--- src/pkg/rps_pkg.sv ---
package rps_pkg;

    // ******************************************************
    // Bus widths and channel geometry
    // ******************************************************
    localparam int AW = 8;
    localparam int DW = 8;
    localparam int NUM_CH = 24;
    localparam logic [4:0] CH_LAST = 5'h18;

    // ******************************************************
    // Register offsets
    // ******************************************************
    localparam logic [7:0] OFS_PL_STAT = 8'hcd;
    localparam logic [7:0] OFS_PL_CTRL = 8'hce;
    localparam logic [7:0] OFS_PL_DATA = 8'hcf;
    localparam logic [7:0] OFS_PL_CFG  = 8'hd0;
    localparam logic [7:0] OFS_PL_EN   = 8'hd1;
    localparam logic [7:0] OFS_SB_CFG  = 8'hd2;
    localparam logic [7:0] OFS_SB_STAT = 8'hd3;
    localparam logic [7:0] OFS_SB_CTRL = 8'hd4;
    localparam logic [7:0] OFS_SB_DATA = 8'hd5;
    localparam logic [7:0] OFS_FLAG0   = 8'hd6;
    localparam logic [7:0] OFS_FLAG1   = 8'hd7;
    localparam logic [7:0] OFS_FLAG2   = 8'hd8;

    // ******************************************************
    // Field positions
    // ******************************************************
    localparam int RD_SEL_BIT = 7;
    localparam int BUSY_BIT = 0;
    localparam int CFG_SNAP_BIT = 7;
    localparam int CFG_GTRK_BIT = 6;
    localparam int EN_POSN_BIT = 3;
    localparam int EN_FORCE_BIT = 2;
    localparam int EN_LEVEL_BIT = 1;
    localparam int EN_FUNC_BIT = 0;
    localparam int SB_FREEZE_BIT = 3;
    localparam int SB_DEBOUNCE_BIT = 2;
    localparam int SB_IRQ_BIT = 1;
    localparam int SB_SIXTEEN_BIT = 0;
    localparam int STRK_BIT = 4;
    localparam int SIG_BIT_POS = 0;

    // ******************************************************
    // Reset values and writable masks
    // ******************************************************
    localparam logic [7:0] CFG_RST = 8'h80;
    localparam logic [7:0] EN_RST = 8'h00;
    localparam logic [7:0] SBC_RST = 8'h01;
    localparam logic [7:0] CTRL_RST = 8'h00;
    localparam logic [7:0] DATA_RST = 8'h00;
    localparam logic [7:0] CFG_WMASK = 8'hc7;
    localparam logic [7:0] LOW_WMASK = 8'h0f;

    // ******************************************************
    // Replacement codes, frames and patterns
    // ******************************************************
    localparam logic [2:0] REPL_CHAN = 3'h0;
    localparam logic [2:0] REPL_TRUNK = 3'h1;
    localparam logic [2:0] REPL_ALAW = 3'h2;
    localparam logic [2:0] REPL_MULAW = 3'h3;
    localparam logic [4:0] FR_FIRST = 5'h01;
    localparam logic [4:0] FR_SIG_A = 5'h06;
    localparam logic [4:0] FR_SIG_B = 5'h0c;
    localparam logic [4:0] FR_SIG_C = 5'h12;
    localparam logic [4:0] FR_SIG_D = 5'h18;
    localparam logic [7:0][7:0] ALAW_MW = {8'hb4, 8'ha1, 8'ha1, 8'hb4,
                                          8'h34, 8'h21, 8'h21, 8'h34};
    localparam logic [7:0][7:0] MULAW_MW = {8'h9e, 8'h8b, 8'h8b, 8'h9e,
                                           8'h1e, 8'h0b, 8'h0b, 8'h1e};

    // ******************************************************
    // Timing
    // ******************************************************
    localparam int CLK_PERIOD_NS = 10;
    localparam int ACCESS_TIME_NS = 20;
    localparam logic [2:0] ACCESS_CYC =
        3'((ACCESS_TIME_NS + CLK_PERIOD_NS - 1) / CLK_PERIOD_NS);

    typedef enum logic {ACC_IDLE, ACC_BUSY} rps_acc_t;

endpackage

--- src/hw/rps_rx_payload_sig.sv ---
// The address-and-strobe port is this design's own decision.
`timescale 1ns/1ps

// Contract
// - Control bit 7: 0 write, 1 read
// - Read command places indirect byte in data
// - Snapshot locks frame-one signaling for multiframe
// - Global trunk enable replaces every channel's ABCD
// - Global selector: channel, trunk, A-law, mu-law
// - Position bit keeps only upper nibble pair, in ESF only
// - Force enable drives all ABCD bits
// - Force level picks low or high
// - Function enable gates all payload functions
// - Freeze holds stored ABCD values
// - Debounce needs two identical codewords
// - Interrupt enable gates change flags onto output
// - Four-state mode stores only A and B
// - Sixteen-state mode stores A, B, C, D in ESF; superframe stores only A and B
// - Busy high during access; host waits
// - Buffer data register holds write/read byte
// - Per-channel change flags, write one clears
module rps_rx_payload_sig
(
    input  wire logic                     clk_sys,
    input  wire logic                     rst_n,
    input  wire logic [rps_pkg::AW-1:0]   reg_addr,
    input  wire logic [rps_pkg::DW-1:0]   reg_wdata,
    input  wire logic                     reg_wr,
    input  wire logic                     reg_rd,
    output logic      [rps_pkg::DW-1:0]   reg_rdata,
    input  wire logic                     frame_sync,
    input  wire logic                     fmt_esf,
    input  wire logic [4:0]               frame_num,
    input  wire logic [4:0]               chan_num,
    input  wire logic                     rx_byte_valid,
    input  wire logic [7:0]               rx_byte,
    output logic      [7:0]               payload_out,
    output logic                          payload_out_valid,
    output logic      [3:0]               receive_signaling_out,
    output logic                          irq
);
    import rps_pkg::*;

    // ******************************************************
    // Storage
    // ******************************************************
    logic [7:0]               pl_ctrl_q;
    logic [7:0]               pl_data_q;
    logic [7:0]               cfg_q;
    logic [7:0]               en_q;
    logic [7:0]               sbc_q;
    logic [7:0]               sb_ctrl_q;
    logic [7:0]               sb_data_q;
    logic [NUM_CH-1:0]        flag_q;
    rps_acc_t                 pl_st_q;
    rps_acc_t                 sb_st_q;
    logic [2:0]               pl_cnt_q;
    logic [2:0]               sb_cnt_q;
    logic [NUM_CH-1:0][7:0]   chan_repl_mem_q;
    logic [NUM_CH-1:0][7:0]   trunk_data_mem_q;
    logic [NUM_CH-1:0][7:0]   strk_mem_q;
    logic [NUM_CH-1:0][7:0]   sb_mem_q;
    logic [NUM_CH-1:0][3:0]   acc_mem_q;
    logic [NUM_CH-1:0][3:0]   prev_mem_q;
    logic [NUM_CH-1:0][3:0]   snap_mem_q;
    logic [7:0]               rdata_q;
    logic [7:0]               pay_q;
    logic                     pay_vld_q;
    logic [3:0]               sig_q;
    logic                     irq_q;

    // ******************************************************
    // Register write decode
    // ******************************************************
    wire wr_pl_ctrl = reg_wr && (reg_addr == OFS_PL_CTRL);
    wire wr_pl_data = reg_wr && (reg_addr == OFS_PL_DATA);
    wire wr_cfg = reg_wr && (reg_addr == OFS_PL_CFG);
    wire wr_en = reg_wr && (reg_addr == OFS_PL_EN);
    wire wr_sbc = reg_wr && (reg_addr == OFS_SB_CFG);
    wire wr_sb_ctrl = reg_wr && (reg_addr == OFS_SB_CTRL);
    wire wr_sb_data = reg_wr && (reg_addr == OFS_SB_DATA);
    wire [7:0] clr0 = (reg_wr && reg_addr == OFS_FLAG0) ? reg_wdata : 8'h00;
    wire [7:0] clr1 = (reg_wr && reg_addr == OFS_FLAG1) ? reg_wdata : 8'h00;
    wire [7:0] clr2 = (reg_wr && reg_addr == OFS_FLAG2) ? reg_wdata : 8'h00;
    wire [NUM_CH-1:0] flag_clr = {clr2, clr1, clr0};

    // ******************************************************
    // Payload indirect access engine
    // ******************************************************
    // Group in bits 6:5 picks the table, low five bits the channel
    wire [1:0] pl_grp = pl_ctrl_q[6:5];
    wire [4:0] pl_low = pl_ctrl_q[4:0];
    wire pl_ok = (pl_grp != 2'h3) && (pl_low != 5'h00) && (pl_low <= CH_LAST);
    wire [4:0] pl_idx = pl_ok ? pl_low - 5'h01 : 5'h00;
    wire pl_busy = (pl_st_q == ACC_BUSY);
    wire pl_launch = wr_pl_ctrl && !pl_busy;
    wire pl_done = pl_busy && (pl_cnt_q == 3'h1);
    wire pl_rd_sel = pl_ctrl_q[RD_SEL_BIT];
    wire [7:0] pl_rd_byte = !pl_ok ? 8'h00 :
                            (pl_grp == 2'h0) ? chan_repl_mem_q[pl_idx] :
                            (pl_grp == 2'h1) ? trunk_data_mem_q[pl_idx] : strk_mem_q[pl_idx];

    // Engine walks idle to busy for a fixed access time
    always_ff @(posedge clk_sys)
    begin
        if (!rst_n)
        begin
            pl_st_q <= ACC_IDLE;
            pl_cnt_q <= 3'h0;
        end
        else
        begin
            case (pl_st_q)
                ACC_IDLE:
                begin
                    if (pl_launch)
                    begin
                        pl_st_q <= ACC_BUSY;
                        pl_cnt_q <= ACCESS_CYC;
                    end
                end
                default:
                begin
                    pl_cnt_q <= pl_cnt_q - 3'h1;
                    if (pl_done)
                        pl_st_q <= ACC_IDLE;
                end
            endcase
        end
    end

    // ******************************************************
    // Signaling buffer indirect access engine
    // ******************************************************
    wire [4:0] sb_low = sb_ctrl_q[4:0];
    wire sb_ok = (sb_ctrl_q[6:5] == 2'h0) && (sb_low != 5'h00) && (sb_low <= CH_LAST);
    wire [4:0] sb_idx = sb_ok ? sb_low - 5'h01 : 5'h00;
    wire sb_busy = (sb_st_q == ACC_BUSY);
    wire sb_launch = wr_sb_ctrl && !sb_busy;
    wire sb_done = sb_busy && (sb_cnt_q == 3'h1);
    wire sb_rd_sel = sb_ctrl_q[RD_SEL_BIT];
    wire [7:0] sb_rd_byte = sb_ok ? sb_mem_q[sb_idx] : 8'h00;

    // Same timing as the payload engine so software treats both alike
    always_ff @(posedge clk_sys)
    begin
        if (!rst_n)
        begin
            sb_st_q <= ACC_IDLE;
            sb_cnt_q <= 3'h0;
        end
        else
        begin
            case (sb_st_q)
                ACC_IDLE:
                begin
                    if (sb_launch)
                    begin
                        sb_st_q <= ACC_BUSY;
                        sb_cnt_q <= ACCESS_CYC;
                    end
                end
                default:
                begin
                    sb_cnt_q <= sb_cnt_q - 3'h1;
                    if (sb_done)
                        sb_st_q <= ACC_IDLE;
                end
            endcase
        end
    end

    // ******************************************************
    // Direct registers
    // ******************************************************
    // Control words are frozen while busy so the access sees a stable target
    always_ff @(posedge clk_sys)
    begin
        if (!rst_n)
        begin
            pl_ctrl_q <= CTRL_RST;
            sb_ctrl_q <= CTRL_RST;
            pl_data_q <= DATA_RST;
            sb_data_q <= DATA_RST;
            cfg_q <= CFG_RST;
            en_q <= EN_RST;
            sbc_q <= SBC_RST;
        end
        else
        begin
            if (pl_launch)
                pl_ctrl_q <= reg_wdata;
            if (sb_launch)
                sb_ctrl_q <= reg_wdata;
            if (pl_done && pl_rd_sel)
                pl_data_q <= pl_rd_byte;
            else if (wr_pl_data && !pl_busy)
                pl_data_q <= reg_wdata;
            if (sb_done && sb_rd_sel)
                sb_data_q <= sb_rd_byte;
            else if (wr_sb_data && !sb_busy)
                sb_data_q <= reg_wdata;
            if (wr_cfg)
                cfg_q <= reg_wdata & CFG_WMASK;
            if (wr_en)
                en_q <= reg_wdata & LOW_WMASK;
            if (wr_sbc)
                sbc_q <= reg_wdata & LOW_WMASK;
        end
    end

    // ******************************************************
    // Payload indirect tables
    // ******************************************************
    always_ff @(posedge clk_sys)
    begin
        if (!rst_n)
        begin
            chan_repl_mem_q <= '0;
            trunk_data_mem_q <= '0;
            strk_mem_q <= '0;
        end
        else if (pl_done && !pl_rd_sel && pl_ok)
        begin
            if (pl_grp == 2'h0)
                chan_repl_mem_q[pl_idx] <= pl_data_q;
            else if (pl_grp == 2'h1)
                trunk_data_mem_q[pl_idx] <= pl_data_q;
            else
                strk_mem_q[pl_idx] <= pl_data_q;
        end
    end

    // ******************************************************
    // Signaling extraction decode
    // ******************************************************
    wire func_en = en_q[EN_FUNC_BIT];
    wire ch_ok = rx_byte_valid && (chan_num < CH_LAST);
    wire [4:0] ch_i = ch_ok ? chan_num : 5'h00;
    wire sbit = rx_byte[SIG_BIT_POS];
    // Superframe carries only A and B, so it always runs the four-state path
    wire sig16 = sbc_q[SB_SIXTEEN_BIT] && fmt_esf;
    wire fr_a = (frame_num == FR_SIG_A) || (!sig16 && frame_num == FR_SIG_C);
    wire fr_b = (frame_num == FR_SIG_B) || (!sig16 && frame_num == FR_SIG_D);
    wire fr_c = sig16 && (frame_num == FR_SIG_C);
    wire fr_d = sig16 && (frame_num == FR_SIG_D);
    wire fr_sig = fr_a || fr_b || fr_c || fr_d;
    wire mf_end = fmt_esf ? (frame_num == FR_SIG_D) : (frame_num == FR_SIG_B);
    wire [3:0] acc = acc_mem_q[ch_i];
    wire [3:0] cw = {fr_a ? sbit : acc[3], fr_b ? sbit : acc[2],
                     fr_c ? sbit : acc[1], fr_d ? sbit : acc[0]};
    wire [3:0] stored = sb_mem_q[ch_i][3:0];
    wire [3:0] cw_eff = sig16 ? cw : {cw[3:2], stored[1:0]};
    wire debounce_ok = !sbc_q[SB_DEBOUNCE_BIT] || (cw_eff == prev_mem_q[ch_i]);
    wire sb_upd = ch_ok && mf_end && frame_sync && func_en && !sbc_q[SB_FREEZE_BIT]
                  && debounce_ok && (cw_eff != stored);
    wire [NUM_CH-1:0] flag_set = sb_upd ? NUM_CH'(24'h000001 << ch_i) : '0;

    // Codeword assembly and debounce history
    always_ff @(posedge clk_sys)
    begin
        if (!rst_n)
        begin
            acc_mem_q <= '0;
            prev_mem_q <= '0;
            snap_mem_q <= '0;
        end
        else if (ch_ok)
        begin
            if (fr_sig)
                acc_mem_q[ch_i] <= cw;
            if (mf_end)
                prev_mem_q[ch_i] <= cw_eff;
            if (frame_num == FR_FIRST)
                snap_mem_q[ch_i] <= stored;
        end
    end

    // Buffer: indirect write placed last so software wins a same-cycle clash
    always_ff @(posedge clk_sys)
    begin
        if (!rst_n)
            sb_mem_q <= '0;
        else
        begin
            if (sb_upd)
                sb_mem_q[ch_i][3:0] <= cw_eff;
            if (sb_done && !sb_rd_sel && sb_ok)
                sb_mem_q[sb_idx] <= sb_data_q;
        end
    end

    // Change flags: a new change beats a clear in the same cycle
    always_ff @(posedge clk_sys)
    begin
        if (!rst_n)
            flag_q <= '0;
        else
            flag_q <= (flag_q & ~flag_clr) | flag_set;
    end

    // ******************************************************
    // Output selection
    // ******************************************************
    wire snap_on = cfg_q[CFG_SNAP_BIT] && frame_sync;
    wire [3:0] sig_src = snap_on ? snap_mem_q[ch_i] : stored;
    wire [3:0] sig_pos = (en_q[EN_POSN_BIT] && fmt_esf) ? {sig_src[3:2], 2'h0}
                                                       : sig_src;
    wire trunk = cfg_q[CFG_GTRK_BIT] || strk_mem_q[ch_i][STRK_BIT];
    wire [3:0] sig_trk = trunk ? strk_mem_q[ch_i][3:0] : sig_pos;
    wire [3:0] sig_fix = en_q[EN_FORCE_BIT] ? {4{en_q[EN_LEVEL_BIT]}} : sig_trk;
    wire [3:0] sig_d = func_en ? sig_fix : stored;
    wire [2:0] gsub = cfg_q[2:0];
    wire [2:0] repl = (gsub == REPL_CHAN) ? chan_repl_mem_q[ch_i][7:5] : gsub;
    wire [2:0] phase = 3'(frame_num - 5'h01);
    // Reserved codes fall through to the received byte untouched
    wire [7:0] pay_d = !func_en ? rx_byte :
                       (repl == REPL_TRUNK) ? trunk_data_mem_q[ch_i] :
                       (repl == REPL_ALAW) ? ALAW_MW[phase] :
                       (repl == REPL_MULAW) ? MULAW_MW[phase] : rx_byte;

    // Read mux; unmapped offsets and reserved bits read zero
    wire [7:0] rd_mux = (reg_addr == OFS_PL_STAT) ? {7'h00, pl_busy} :
                        (reg_addr == OFS_PL_CTRL) ? pl_ctrl_q :
                        (reg_addr == OFS_PL_DATA) ? pl_data_q :
                        (reg_addr == OFS_PL_CFG) ? cfg_q :
                        (reg_addr == OFS_PL_EN) ? en_q :
                        (reg_addr == OFS_SB_CFG) ? sbc_q :
                        (reg_addr == OFS_SB_STAT) ? {7'h00, sb_busy} :
                        (reg_addr == OFS_SB_CTRL) ? sb_ctrl_q :
                        (reg_addr == OFS_SB_DATA) ? sb_data_q :
                        (reg_addr == OFS_FLAG0) ? flag_q[7:0] :
                        (reg_addr == OFS_FLAG1) ? flag_q[15:8] :
                        (reg_addr == OFS_FLAG2) ? flag_q[23:16] : 8'h00;

    // Output flops
    always_ff @(posedge clk_sys)
    begin
        if (!rst_n)
        begin
            rdata_q <= 8'h00;
            pay_q <= 8'h00;
            pay_vld_q <= 1'b0;
            sig_q <= 4'h0;
            irq_q <= 1'b0;
        end
        else
        begin
            rdata_q <= reg_rd ? rd_mux : 8'h00;
            pay_vld_q <= ch_ok;
            if (ch_ok)
            begin
                pay_q <= pay_d;
                sig_q <= sig_d;
            end
            irq_q <= sbc_q[SB_IRQ_BIT] && (|flag_q);
        end
    end

    assign reg_rdata = rdata_q;
    assign payload_out = pay_q;
    assign payload_out_valid = pay_vld_q;
    assign receive_signaling_out = sig_q;
    assign irq = irq_q;
endmodule

--- config.mk ---
export PLATFORM = sky130hd
export DESIGN_NAME = rps_rx_payload_sig
export DESIGN_NICKNAME = d
export VERILOG_FILES = /design/src/pkg/rps_pkg.sv /design/src/hw/rps_rx_payload_sig.sv
export SDC_FILE = /design/constraint.sdc
export NUM_CORES = 2
export LEC_CHECK = 0
export BUFFER_PORTS_ARGS = -buffer_cell sky130_fd_sc_hd__buf_2
export CORE_ASPECT_RATIO = 0.6
export CORE_MARGIN = 1.5
export CORE_UTILIZATION = 40
export CTS_BUF_LIST = sky130_fd_sc_hd__clkbuf_16
export CTS_CLUSTER_DIAMETER = 100
export DETAILED_ROUTE_END_ITERATION = 8
export REMOVE_ABC_BUFFERS = 1
export SYNTH_ARGS = -nofsm -noshare
export SYNTH_HDL_FRONTEND = slang
export SYNTH_SLANG_ARGS = --single-unit
--- constraint.sdc ---
create_clock -name clk_sys -period 3.55 [get_ports clk_sys]
set_input_delay 0.71 -clock clk_sys [delete_from_list [all_inputs] [get_ports clk_sys]]
set_output_delay 0.71 -clock clk_sys [all_outputs]
set_load 0.03 [all_outputs]
After elaboration in Yosys (flattened, before gate mapping) --
Memories as Yosys holds them, arrays and structs flattened. Index checks and enable logic that the tools add are counted.
Cells by class: add/subtract/negate cells 5, order comparisons 10, equality and inequality tests 26, shift-type cells 1, multiplexer cells 96, bitwise logic cells 7, reduce and logical (&&, ||, !) cells 76
Operators with widths (count):
- $bwmux 192 | 5
- $mux 192 | 3
- $bmux 8 s5 | 8
- $bwmux 96 | 3
- $mux 8 | 36
- $demux 8 s5 | 3
- $eq 8x8->1 const B | 12
- $bmux 4 s5 | 3
- $logic_and 1x1->1 | 44
- $mux 4 | 10
- $and 24x24->24 | 1
- $mux 24 | 1
- $not 24->24 | 1
- $or 24x24->24 | 1
- $reduce_or 24->1 | 1
- $shl 1x5->24 const A | 1
- $demux 4 s5 | 1
- $mux 5 | 4
- $lt 5x6->1 const B | 3
- $ge 5x1->1 const B | 3
- $mux 3 | 5
- $mux 1 | 12
- $eq 5x5->1 const B | 2
- $le 5x5->1 const B | 2
- other kinds (24) | 56
Word-level totals: flip-flop bits (word level) 1155, bits in read-only memories 128, input port bits 41, output and inout port bits 22, word-level logic and storage cells 409, memories 2
Memory list:
- (no name shown) | depth 8, bits a word 8, read ports 1, clocked after memory_dff 0, wr ports 0, line rps_rx_payload_sig.sv:320 | (repl == REPL_MULAW) ? MULAW_MW[phase] : rx_byte;
- (no name shown) | depth 8, bits a word 8, read ports 1, clocked after memory_dff 0, wr ports 0, line rps_rx_payload_sig.sv:319 | (repl == REPL_ALAW) ? ALAW_MW[phase] :

Logic depth before layout (Yosys ltp) --
depth in word-level cells 15, gate-level depth with buffers 20, mapped depth without buffers 12

Worst setup path before layout --
OpenSTA, ideal clock, no wires.
kind register to register, start point reg pl_ctrl_q[0], end point reg chan_repl_mem_q[72] in the netlist's numbering, library setup time 0.128 ns, arrival 3.695 ns, required time 3.422 ns, path slack -0.272 ns, cell stages (with the launch flop) 14, path buffers 5, period minus slack after synthesis 3.822 ns, cells stage by stage dfxtp_1 > clkbuf_1 > inv_1 > clkbuf_1 > ha_1 > or4b_2 > o211ai_1 > clkbuf_1 > clkbuf_1 > buf_1 > nor2_1 > nand3_1 > mux2i_1 > nor2_1
Between the ends: cells in the longest elaborated chain, start to end 9, elaborated cells on any way between the ends 14, classes of those cells add/sub: 1; order compare: 3; mux: 4; reduce/logical: 6
RTL lines:
- from (decl) | line rps_rx_payload_sig.sv:47 | logic [7:0] pl_ctrl_q;
- from (signal assigned) | line rps_rx_payload_sig.sv:192 | pl_ctrl_q <= reg_wdata;
- branches (longest 9 deep; another with $lt 5x6->1)
- to (signal, indexed assignment) | line rps_rx_payload_sig.sv:226 | chan_repl_mem_q[pl_idx] <= pl_data_q;
- to (decl) | line rps_rx_payload_sig.sv:59 | logic [NUM_CH-1:0][7:0] chan_repl_mem_q;
Several ways; the timed one is not identified. A chain may end at the register's enable or synchronous reset.

Worst setup path after layout --
start point reg pl_ctrl_q[1], end point reg strk_mem_q[40] in the netlist's numbering
Between the ends: cells in the longest elaborated chain, start to end 9, elaborated cells on any way between the ends 14, classes of those cells add/sub: 1; order compare: 3; mux: 4; reduce/logical: 6
RTL lines:
- branches (longest 9 deep; another with $lt 5x6->1)
- to (signal, indexed assignment) | line rps_rx_payload_sig.sv:230 | strk_mem_q[pl_idx] <= pl_data_q;
- to (decl) | line rps_rx_payload_sig.sv:61 | logic [NUM_CH-1:0][7:0] strk_mem_q;
Several ways; the timed one is not identified.

==> impl_results.md <==
- Mapped Area: slightly below 60000 µm²
- Reg2Reg Capture Point: strk_mem_q[40]
- DR vias/cell: 6.436
- Vias in the first global route: approximately 55000
- Switching Share: between 20% and 30%
- Failing checks: setup timing
- Yosys warnings: 0
- Slew Limit Fails: 0
- Final antenna-violating net count: 0
- Clock Skews: ~0.038 ns
- Min Clock Period, post-route: around 3.7 ns
- Post-synth top area share: between 30% and 40%
- Placer Congestion: ~1.1
- Layout area overhead: 20.37%
- Critical path type: flip-flop to flip-flop
- Sequential fraction of the synthesis area: about two fifths
- Hold path start: rx_byte[6]
- Main combinational cell family by area after synthesis: compound AO/OA/AOI/OAI gates
- Ys async rst share: 0%
- Port Buffers: between 60 and 70
- Multiplexer share of the synthesized area: roughly 15%
- Vias: a little over 60000
- FP Rows: between 100 and 150
- Final worst setup slack: -0.1220 ns
- GRT Resource Usage Total: between 30% and 40%
- Reg-to-Reg Start: pl_ctrl_q[1]
- Power share of the sequential group: between 40 and 50%
- Synth top area cells: dfxtp_1 39%, mux2i_1 13%, nor2_1 6.4%
- Max Fanout on Critical Path: 8
- Final hold vios: 0
- Crit-path cells: inv_1 -> ha_4 -> nor2b_1 -> o211ai_1 -> buf_4 -> nor3_1 -> and2_1 -> buf_4 -> nand2_1 -> nor2_1 -> mux2i_1 -> nor2_1
- Crit path max-delay family: simple AND/OR/NAND/NOR gates
- Drt pass-1 iters: 8
- Grt total ovfl: 0
- Xor/xnor cell area share of the yosys netlist: 0.2811%
- Fin crit share: 103.4%
- Final TNS setup: -1.877 ns
- # setup viols final: 28
- Worst path required time: roughly 4.2 ns
- Clk buf depth: 3
- CTS clock-pin slew for the worst setup and hold paths: ~0.070 ns
- Hold-fix buffers, CTS: 0
- Hold Path Class: input pin to flip-flop
- Clk Latency, worst-skew pair: approximately 0.77 ns
- Chip Width: around 500 µm
- Synth Area in Simple Gates: 17.92%
- Fmax: around 270 MHz
- Peak supply drop: around 0.36 mV
- Unrepaired setup endpoints after global routing: true
- Largest stage delay, worst path: around 0.9 ns
- Synth Area per Inst: slightly above 8 µm²
- HPWL after DPL: 194400 µm
- Hold WS: about 0.2 ns
- Die Y-Extent: between 200 and 300 µm
- Hold endpoint: payload_out[6]
- Clock power share: between 40% and 50%
- Max Cap Viol: 0
- Layout cells sized above 1: between 15 and 20%
- Fillers: 13900
- Max-slew headroom: 11.78%
- Power density over the cells: around 400 nW/µm²
- Clock sink count: ~1200
- Root Buffer: clkbuf_16
- Post-synth top area cell: dfxtp_1
- Initial Utilization: between 40% and 50%
- Number of synthesized flops with an enable pin: 0
- Flop2flop setup slack: -0.12 ns
- Iter 0 DRT Violations: 10580
- I/O pin cnt: 63
- Main flop type after synthesis: dfxtp_1
- NumNets Final: between 7000 and 8000
- Mapped Cells: 7190
- Pleak: roughly 26 nW
- Flops & latches, synth: between 1000 and 1500
- Post-synth cell types: 94
- Synthesized-area fraction occupied by adder cells: 0.2556%
- Clock buffer count from CTS: ~110
- Initial antenna violation count: 9
- Cell with the most instances after synthesis: dfxtp_1
- CTS tree: built
- Worst-margin pin slew: approximately 1.3 ns
- H-tree lvl count: 3
- Fin util: 48.72%
- Die area: ~150000 µm²
- Detailed Route WL: 274300 µm
- Number of remaining DRC errors: 0
- Worst Path Buf+Inv: 3
- Logic pwr share: just over 8%
- Compound-cell area share of the yosys netlist: ~22%
- Commonest cells post-synth: 1155 x dfxtp_1, 1006 x nor2_1, 863 x nand2_1, 737 x mux2i_1, 612 x a21oi_1
- WL per Instance: 28.69 µm
- Pint: 0.02055 W
- Overall power: roughly 0.028 W
- Hold path depth: 3
- Slowest CP cell: nor2_1
- First-pass GRT wire length: ~400000 µm
- Status: finished, violations left
- Critical Path End Type: flip-flop
- Core footprint: 145100 µm²
- Startpoint Class: flip-flop
- Worst Reg-to-Reg Cells: 12
- WP data arrival: 4.31 ns
- Largest net degree at the start of global routing: ~160
- Net Switching: between 0.007 and 0.008 W
==> cell type report <==
class                           instances  area (µm²)  share of cell area (%)
Clock inverter                         96       898.4                   1.270
Timing Repair Buffer                  911        7903                   11.18
Tap cell                             1925        2409                   3.406
Multi-Input combinational cell       5311       33300                   47.09
Sequential cell                      1155       23160                   32.76
Antenna cell                            6       15.01                 0.02123
Inverter                               43       172.7                  0.2442
Clock buffer                          114        2853                   4.034
==> worst max path at each step <==
stage                     slack [ns]               to     startpoint  depth (start not counted)
final                          -0.12   strk_mem_q[40]   pl_ctrl_q[1]                         12
after global routing           -0.15   strk_mem_q[40]   pl_ctrl_q[1]                         12
after CTS                      0.007   strk_mem_q[69]   pl_ctrl_q[1]                         12
after detailed placement       -0.77     sb_mem_q[73]  rx_byte_valid                         17
after global placement         -0.68    sb_mem_q[162]  rx_byte_valid                         15
after floorplan               -10.75  strk_mem_q[152]   pl_ctrl_q[0]                          9
==> power by group through the flow <==
stage	registers, W	logic, W	clock network [W]
final	0.0130	0.00231	0.0127
after detailed placement	0.0133	0.00215	0
after global placement	0.0133	0.00214	0
after CTS	0.0130	0.00218	0.0128
after global routing	0.0130	0.00235	0.0133
after floorplan	0.0133	0.000850	0
==> through the flow <==
step | setup WS [ns] | cells | cell area (µm²)
global placement | -0.6814 | 9308 | 66050
finish | -0.1220 | 9561 | 70710
floorplan | -10.75 | 6508 | 55910
global route | -0.1531 | 9557 | 70700
detailed placement | -0.7732 | 9308 | 66050
CTS | 0.007413 | 9531 | 70100
==> layer usage <==
metal  wire length, µm  up-vias  track usage, %
met2             97810     4429           42.52
met4              7317       12           8.796
met5               473        -           1.784
met3             47440      434           16.74
li1                  -    26770               -
met1            121300    29890           52.89
==> tightest hold or removal path: stages <==
cell and delay, ns:
buf_2 0.10, nand2_1 0.05, a311oi_1 0.07
==> cells in the final DEF, fill, tap and decap left out, types with 22 or more instances in the layout <==
master	Yosys	routed
buf_4	31	753
and3_1	24	22
mux2i_1	737	737
a311oi_1	64	64
o22ai_1	144	143
o221ai_1	117	114
a22o_1	24	23
mux4_2	22	22
a211oi_1	129	126
o2111ai_1	24	22
clkbuf_16	0	118
nor2b_1	28	27
nand4_1	49	49
inv_1	41	50
dfxtp_1	1155	1140
buf_12	0	84
nand2b_1	31	28
a31oi_1	100	100
nand2_1	863	861
clkinv_2	0	30
buf_2	73	57
a22oi_1	34	32
a32oi_1	25	25
mux2_2	91	91
a221o_1	25	25
a21oi_1	612	606
nand3_1	239	236
nor2_1	1006	994
o21ai_0	302	298
a221oi_1	63	60
o31ai_1	57	50
nor3_1	94	88
o211ai_1	42	42
and2_1	27	24
==> timing repair <==
action	in CTS	in global routing
setup endpoints to repair	278	448
pin swaps	6	17
gates resized for setup	37	69
cloned	1	4
setup buffers	12	20
==> cells by family (layout without fill, tap and decap cells) <==
logic type / after synthesis / in the layout
AOI/OAI and AO/OA: 1956 / 1957
xor gates and xnor gates: 18 / 18
adders and majority gates: 12 / 12
buffers and inverters: 725 / 1164
DFF: 1155 / 1155
muxes: 851 / 851
other: 0 / 6
and+or+nand+nor: 2473 / 2473
==> registers in the layout (all words and copies together) (netlist names), 5 cells and up <==
register          flops
snap_mem_q           96
cfg_q                 5
sb_data_q             8
payload_out           8
chan_repl_mem_q     192
pl_ctrl_q             8
sb_ctrl_q             8
flag_q               24
sb_mem_q            192
trunk_data_mem_q    192
strk_mem_q          192
pl_data_q             8
prev_mem_q           96
acc_mem_q            96
reg_rdata             8
No activity file was read; power rests on OpenSTA's default activity.
